===== src/design/tmr_cfg.svh =====
// Operation
// - enable register is 8 bits, loads 01 on reset and standby entry
// - enable bit 0 is reserved, always reads one, writes ignored
// - enable bits 7..4 gate capture flags A..D onto capture requests
// - enable bits 3 and 2 gate compare A and B flags onto requests
// - enable bit 1 gates overflow flag onto the overflow request
// - flag register is 8 bits, cleared to 00 on reset and standby
// - writing zero clears flags 7..1; writing one never sets them
// - a flag clears only after software read it as one first
// - capture A event sets flag 7; buffered mode shifts A into C
// - capture B event sets flag 6; buffered mode shifts B into D
// - input C edge sets flag 5; no capture while A is buffered
// - input D edge sets flag 4; no capture while B is buffered
// - counter equal to compare A sets flag 3
// - counter equal to compare B sets flag 2
// - counter wrap from maximum to zero sets flag 1
// - flag register bit 0 is plain read/write counter-clear control
// - with that bit one, compare match A returns counter to zero
// - edge select zero picks falling edge, one picks rising edge
// - buffered with differing edge selects, primary input uses both edges
`ifndef TMR_CFG_SVH
`define TMR_CFG_SVH
`define TMR_IDX_IRQ_EN    16'hff90
`define TMR_IDX_FLAGS     16'hff91
`define TMR_IRQ_EN_RESET  8'h01
`define TMR_FLAGS_RESET   8'h00
`define TMR_BIT_RESERVED  0
`define TMR_BIT_CLR_CMPA  0
`define TMR_BIT_OVF       1
`define TMR_BIT_CMPB      2
`define TMR_BIT_CMPA      3
`define TMR_BIT_CAPD      4
`define TMR_BIT_CAPC      5
`define TMR_BIT_CAPB      6
`define TMR_BIT_CAPA      7
`endif


===== src/design/tmr_pkg.sv =====
package tmr_pkg;
    typedef logic [7:0]  tmr_byte_t;
    typedef logic [31:0] tmr_word_t;
    typedef logic [1:0]  tmr_trans_t;
    typedef logic [2:0]  tmr_size_t;
endpackage : tmr_pkg


===== src/design/tmr_irq_flags.sv =====
// Register access over AHB-Lite was chosen for this implementation.
`timescale 1ns/100ps
`include "tmr_cfg.svh"
module tmr_irq_flags #(
    parameter int ADDR_W = 20
) (
    input  wire logic               hclk,
    input  wire logic               hresetn,
    input  wire logic               hsel,
    input  wire logic [ADDR_W-1:0]  haddr,
    input  wire tmr_pkg::tmr_trans_t htrans,
    input  wire logic               hwrite,
    input  wire tmr_pkg::tmr_size_t hsize,
    input  wire tmr_pkg::tmr_word_t hwdata,
    input  wire logic               hready,
    output tmr_pkg::tmr_word_t      hrdata,
    output logic                    hreadyout,
    output logic                    hresp,
    input  wire logic               standby,
    input  wire logic               capture_input_a,
    input  wire logic               capture_input_b,
    input  wire logic               capture_input_c,
    input  wire logic               capture_input_d,
    input  wire logic               edge_select_a,
    input  wire logic               edge_select_b,
    input  wire logic               edge_select_c,
    input  wire logic               edge_select_d,
    input  wire logic               buffer_a_enable,
    input  wire logic               buffer_b_enable,
    input  wire logic               compare_a_match,
    input  wire logic               compare_b_match,
    input  wire logic               count_wrap,
    output logic                    capture_a_irq,
    output logic                    capture_b_irq,
    output logic                    capture_c_irq,
    output logic                    capture_d_irq,
    output logic                    compare_a_irq,
    output logic                    compare_b_irq,
    output logic                    counter_overflow_irq,
    output logic                    capture_a_load,
    output logic                    capture_b_load,
    output logic                    capture_c_load,
    output logic                    capture_d_load,
    output logic                    shift_a_to_c,
    output logic                    shift_b_to_d,
    output logic                    counter_clear,
    output logic                    clear_on_compare_a
);
    import tmr_pkg::*;

    localparam logic [ADDR_W-1:0] ADDR_IRQ_EN =
        ADDR_W'({`TMR_IDX_IRQ_EN, 2'b00});
    localparam logic [ADDR_W-1:0] ADDR_FLAGS =
        ADDR_W'({`TMR_IDX_FLAGS, 2'b00});

    generate
        if (ADDR_W < 18)
        begin : g_bad_addr_w
            $error("ADDR_W too small for the register byte addresses");
        end
    endgenerate

    // edge of a synchronised input; sel one means rising
    function automatic logic edge_hit(input logic cur, input logic prev,
                                      input logic sel, input logic both);
        logic rise;
        logic fall;
        rise = cur & ~prev;
        fall = ~cur & prev;
        edge_hit = both ? (rise | fall) : (sel ? rise : fall);
    endfunction : edge_hit

    // two-stage synchronisers; stage one feeds stage two only
    logic [3:0] sync_1;
    logic [3:0] sync_2;
    logic [3:0] sync_prev;

    always_ff @(posedge hclk or negedge hresetn)
    begin
        if (!hresetn)
        begin
            sync_1    <= 4'h0;
            sync_2    <= 4'h0;
            sync_prev <= 4'h0;
        end
        else
        begin
            sync_1    <= {capture_input_d, capture_input_c,
                          capture_input_b, capture_input_a};
            sync_2    <= sync_1;
            sync_prev <= sync_2;
        end
    end

    logic cap_a;
    logic cap_b;
    logic cap_c;
    logic cap_d;

    always_comb
    begin
        // buffered and differing selects: primary input on both edges
        cap_a = edge_hit(sync_2[0], sync_prev[0], edge_select_a,
                         buffer_a_enable & (edge_select_a != edge_select_c));
        cap_b = edge_hit(sync_2[1], sync_prev[1], edge_select_b,
                         buffer_b_enable & (edge_select_b != edge_select_d));
        cap_c = edge_hit(sync_2[2], sync_prev[2], edge_select_c, 1'b0);
        cap_d = edge_hit(sync_2[3], sync_prev[3], edge_select_d, 1'b0);
    end

    // bus slave: zero wait states, data phase follows address phase
    logic            dp_wr_en;
    logic            dp_wr_flags;
    logic            dp_rd_flags;
    logic            next_dp_wr_en;
    logic            next_dp_wr_flags;
    logic            next_dp_rd_flags;
    tmr_word_t       next_hrdata;
    tmr_byte_t       irq_en;
    tmr_byte_t       flags;
    logic [7:1]      seen;
    tmr_byte_t       next_irq_en;
    tmr_byte_t       next_flags;
    logic [7:1]      next_seen;
    logic [7:1]      set_ev;
    logic [7:1]      clr;
    logic            addr_ok;

    always_comb
    begin
        addr_ok          = hsel & hready & htrans[1];
        next_dp_wr_en    = addr_ok & hwrite & (haddr == ADDR_IRQ_EN);
        next_dp_wr_flags = addr_ok & hwrite & (haddr == ADDR_FLAGS);
        next_dp_rd_flags = addr_ok & ~hwrite & (haddr == ADDR_FLAGS);
        next_hrdata      = 32'h0000_0000;
        // unmapped addresses read zero and ignore writes
        if (addr_ok & ~hwrite & (haddr == ADDR_IRQ_EN))
            next_hrdata[7:0] = irq_en;
        else if (next_dp_rd_flags)
            next_hrdata[7:0] = flags;
    end

    always_comb
    begin
        set_ev[`TMR_BIT_CAPA] = cap_a;
        set_ev[`TMR_BIT_CAPB] = cap_b;
        set_ev[`TMR_BIT_CAPC] = cap_c;
        set_ev[`TMR_BIT_CAPD] = cap_d;
        set_ev[`TMR_BIT_CMPA] = compare_a_match;
        set_ev[`TMR_BIT_CMPB] = compare_b_match;
        set_ev[`TMR_BIT_OVF]  = count_wrap;
        // a zero clears only a flag that was read as one; ones do nothing
        clr = {7{dp_wr_flags}} & ~hwdata[7:1] & seen;
        next_flags[7:1] = set_ev | (flags[7:1] & ~clr);
        next_flags[`TMR_BIT_CLR_CMPA] = dp_wr_flags ?
            hwdata[`TMR_BIT_CLR_CMPA] : flags[`TMR_BIT_CLR_CMPA];
        // a fresh event re-arms the read so an unseen set is not lost
        next_seen = next_flags[7:1] & ~set_ev &
                    ((seen & ~clr) |
                     ({7{dp_rd_flags}} & hrdata[7:1]));
        next_irq_en = dp_wr_en ? hwdata[7:0] : irq_en;
        next_irq_en[`TMR_BIT_RESERVED] = 1'b1;
        if (standby)
        begin
            next_flags  = `TMR_FLAGS_RESET;
            next_seen   = 7'h00;
            next_irq_en = `TMR_IRQ_EN_RESET;
        end
    end

    always_ff @(posedge hclk or negedge hresetn)
    begin
        if (!hresetn)
        begin
            dp_wr_en    <= 1'b0;
            dp_wr_flags <= 1'b0;
            dp_rd_flags <= 1'b0;
            hrdata      <= 32'h0000_0000;
            hreadyout   <= 1'b1;
            hresp       <= 1'b0;
            irq_en      <= `TMR_IRQ_EN_RESET;
            flags       <= `TMR_FLAGS_RESET;
            seen        <= 7'h00;
        end
        else
        begin
            dp_wr_en    <= next_dp_wr_en;
            dp_wr_flags <= next_dp_wr_flags;
            dp_rd_flags <= next_dp_rd_flags;
            hrdata      <= next_hrdata;
            hreadyout   <= 1'b1;
            hresp       <= 1'b0;
            irq_en      <= next_irq_en;
            flags       <= next_flags;
            seen        <= next_seen;
        end
    end

    // requests and clear_on_compare_a registered from next values so they match the registers
    always_ff @(posedge hclk or negedge hresetn)
    begin
        if (!hresetn)
        begin
            capture_a_irq        <= 1'b0;
            capture_b_irq        <= 1'b0;
            capture_c_irq        <= 1'b0;
            capture_d_irq        <= 1'b0;
            compare_a_irq        <= 1'b0;
            compare_b_irq        <= 1'b0;
            counter_overflow_irq <= 1'b0;
            capture_a_load       <= 1'b0;
            capture_b_load       <= 1'b0;
            capture_c_load       <= 1'b0;
            capture_d_load       <= 1'b0;
            shift_a_to_c         <= 1'b0;
            shift_b_to_d         <= 1'b0;
            counter_clear        <= 1'b0;
            clear_on_compare_a   <= 1'b0;
        end
        else
        begin
            capture_a_irq <= next_flags[7] & next_irq_en[7];
            capture_b_irq <= next_flags[6] & next_irq_en[6];
            capture_c_irq <= next_flags[5] & next_irq_en[5];
            capture_d_irq <= next_flags[4] & next_irq_en[4];
            compare_a_irq <= next_flags[3] & next_irq_en[3];
            compare_b_irq <= next_flags[2] & next_irq_en[2];
            counter_overflow_irq <= next_flags[1] & next_irq_en[1];
            capture_a_load <= cap_a;
            capture_b_load <= cap_b;
            shift_a_to_c   <= cap_a & buffer_a_enable;
            shift_b_to_d   <= cap_b & buffer_b_enable;
            capture_c_load <= cap_c & ~buffer_a_enable;
            capture_d_load <= cap_d & ~buffer_b_enable;
            // one cycle late; the counter block applies it on arrival
            counter_clear  <= compare_a_match &
                              flags[`TMR_BIT_CLR_CMPA];
            clear_on_compare_a <= next_flags[`TMR_BIT_CLR_CMPA];
        end
    end
endmodule : tmr_irq_flags


===== config.mk =====
export PLATFORM = sky130hd
export DESIGN_NAME = tmr_irq_flags
export DESIGN_NICKNAME = d
export VERILOG_FILES = /design/src/design/tmr_pkg.sv /design/src/design/tmr_irq_flags.sv
export VERILOG_INCLUDE_DIRS = /design/src /design/src/design
export SDC_FILE = /design/constraint.sdc
export NUM_CORES = 1
export LEC_CHECK = 0
export BUFFER_PORTS_ARGS = -buffer_cell sky130_fd_sc_hd__clkbuf_2
export CAP_MARGIN = 40
export CORE_MARGIN = 8
export CORE_UTILIZATION = 43
export CTS_BUF_LIST = sky130_fd_sc_hd__clkbuf_4 sky130_fd_sc_hd__clkbuf_8
export DETAILED_ROUTE_END_ITERATION = 6
export PLACE_DENSITY = 0.84
export RECOVER_POWER = 100
export SKIP_CTS_REPAIR_TIMING = 1
export SLEW_MARGIN = 20
export SYNTH_ARGS = -nofsm -noshare
export SYNTH_HDL_FRONTEND = slang
export SYNTH_SLANG_ARGS = --single-unit

===== constraint.sdc =====
create_clock -name hclk -period 1.45 [get_ports hclk]
set_input_delay 0.29 -clock hclk [delete_from_list [all_inputs] [get_ports hclk]]
set_output_delay 0.29 -clock hclk [all_outputs]
set_load 0.01 [all_outputs]

==> results.json <==
{
  "root_buffer": "clkbuf_8",
  "cts.path.max_buffers": 2,
  "ant_nets": 0,
  "setup_violations": 1,
  "arrival_ns": 1.70,
  "drive_gt1_frac": 0.294,
  "cts_tree": "built",
  "start_util": 0.434,
  "rows": 29,
  "grt_usage": 0.140,
  "drt_iter0_drc": 97,
  "path_class": "flip-flop to flip-flop",
  "synth_edf_count": 0,
  "grt.met1_usage": 0.164,
  "synth.distinct_cells": 42,
  "crit_fanout": 4,
  "async_flop_share": 1.00,
  "antenna_found_initial": 0,
  "setup_tns_ns": -0.0281,
  "drc": 0,
  "cts_sinks": 59,
  "io_buffers": 70,
  "synthFlopType": "dfrtp_1",
  "cp-start-kind": "flip-flop",
  "leakage_nw": 1.56,
  "routed_via_density": 5.10,
  "synthMuxAreaShare": 0.0669,
  "ir_drop_uv": 439,
  "num_vias": 2026,
  "insertion_delay_ns": 0.33,
  "cts.reportedPaths.clkPinSlew_ns": 0.07,
  "finalWorstSetupSlack_ns": -0.0281,
  "grt_overflow_total": 0,
  "grt_first_pass_wirelength_um": 9780,
  "yosysSeqAreaShare": 0.548,
  "cts.htree.levels": 3,
  "cp.required_ns": 1.67,
  "final_hold_viol_count": 0,
  "syn_area_per_cell_um2": 11.6,
  "grtUsageMet2": 0.228,
  "numCtsBuffers": 9,
  "slew_headroom": 0.482,
  "syn_inst": 232,
  "yosys_warnings": 0,
  "grt_max_degree": 60,
  "pwr_density_cell_nw_per_um2": 1110,
  "finish.utilization": 0.542,
  "synth-compound-area-share": 0.0757,
  "tightest_slew_ns": 0.777,
  "hold_class": "input pin to flip-flop",
  "grt_busiest_layer": "met2",
  "fin_worst_skew_ns": 0.00747,
  "coreArea_um2": 6200,
  "area_growth_pct": 24.8,
  "die_height_um": 95.2,
  "wl_per_cell_um": 16.1,
  "rsz0062_at_grt": "yes",
  "dieArea_um2": 9050,
  "gp_congestion": 0.746,
  "n_antenna_cell": 0,
  "post-route-period-util": 1.02,
  "max_freq_mhz": 677,
  "syn-cell-area_um2": 2690,
  "grtUsageMet3": 0.0535,
  "wl_um": 6410,
  "ys_ff_latch": 59,
  "first_pass_iters": 4,
  "post-route-min-period_ns": 1.48,
  "total_power_mw": 3.75,
  "num-nets-final": 395,
  "grt_pass1_vias": 2098,
  "synth-simple-area-share": 0.188,
  "synth_fa_ha_area_frac": 0.0186,
  "cp-end-kind": "flip-flop",
  "max-cap-violations": 0,
  "die_x_um": 95.2,
  "violations": "setup timing",
  "slew_viol_final": 0,
  "synth_top_family_by_area": "simple AND/OR/NAND/NOR gates",
  "outcome": "finished, violations left",
  "io_pins": 125,
  "dpl.hpwl_um": 4580,
  "synth-xor-area-share": 0
}
[cell families after synthesis]
logic type      count (synthesis)
buf+inv                        44
fa+ha+maj                       4
flops                          59
other cells                     2
simple gates                   75
mux                            18
compound gates                 30
[flip-flops by register name, indices dropped and copies added, names as in the netlist, 4 cells and up]
signal,cells
sync_prev,4
sync_2,4
irq_en,7
seen,7
hrdata,8
sync_1,4
flags,8
[cell usage after synthesis (all sizes together) (3+ instances only)]
| library cell | n | area share |
|---|---|---|
| dfrtp | 59 | 0.55 |
| mux2i | 18 | 0.067 |
| and4b | 3 | 0.011 |
| inv | 9 | 0.013 |
| o21ai | 4 | 0.0074 |
| nor2b | 7 | 0.016 |
| a31oi | 3 | 0.0070 |
| nor4 | 11 | 0.052 |
| a21oi | 10 | 0.019 |
| ha | 4 | 0.019 |
| nand2 | 10 | 0.014 |
| buf | 29 | 0.079 |
| nor2 | 19 | 0.026 |
| nor3 | 5 | 0.0093 |
| nand3b | 8 | 0.022 |
| clkbuf | 6 | 0.0084 |
[layout make-up]
type                    instances  area (um^2)
fillers                       540         2840
flip-flops and latches         59         1480
multi-input cells             153         1110
repair buffers                 83          414
clock buffers                  12          159
well taps                      77         96.3
clock inverters                 4         72.6
inverters                       9         33.8
[worst max-delay path, cell delays in order (launching register included)]
cell and delay (ns):
dfrtp_1 0.40, inv_2 0.08, ha_4 0.21, nor4bb_4 0.31, a31oi_2 0.10, a311oi_1 0.28
[final timing paths]
kind,from,end,slack [ns],depth (start not counted)
setup / recovery,sync_2[0]$_DFF_PN0_,capture_a_irq$_DFF_PN0_,-0.03,5
hold / removal,capture_input_c,sync_1[2]$_DFF_PN0_,0.06,1
setup reg to reg,sync_2[0]$_DFF_PN0_,capture_a_irq$_DFF_PN0_,-0.03,5
hold reg to reg,sync_1[2]$_DFF_PN0_,sync_2[2]$_DFF_PN0_,0.35,0
max in group asynchronous,hresetn,seen[3]$_DFF_PN0_,0.25,3
min in group asynchronous,hresetn,capture_c_load$_DFF_PN0_,0.69,3
[placed cells by master, fill, tap and decap left out, drive strengths merged, types with 2 or more instances in the layout]
cell,count
nand4,2
nor4,11
dfrtp,59
nor2,19
nand3b,8
and4b,3
a221oi,2
a311oi,2
o21ai,4
clkbuf,86
a21oi,10
inv,9
nand2,10
a21boi,2
bufinv,2
conb,26
a31oi,3
nor3,5
buf,8
mux2i,18
nor2b,7
ha,4
[power breakdown]
group          total [mW]  switching (mW)  internal (mW)
registers            1.72          0.0245           1.69
logic               0.335           0.201          0.134
clock network        1.69           0.616           1.08
[routing by layer]
metal	share of wire	wire length (um)	vias up
met3	0.073	468	8
met2	0.50	3220	91
met1	0.41	2640	991
li1	-	-	936
met5	0	0	-
met4	0.013	83	0
[per-stage QoR]
stage,worst slack [ns],hold WS (ns),instance area (um^2),std cells
global placement,-0.177,0.318,3110,379
floorplan,-0.0635,-0.00559,2790,256
global route,-0.122,0.0544,3360,397
CTS,-0.0928,-0.0369,3340,395
finish,-0.0281,0.0610,3360,397
detailed placement,-0.214,0.320,3110,379
No activity file was read; power rests on OpenSTA's default activity.
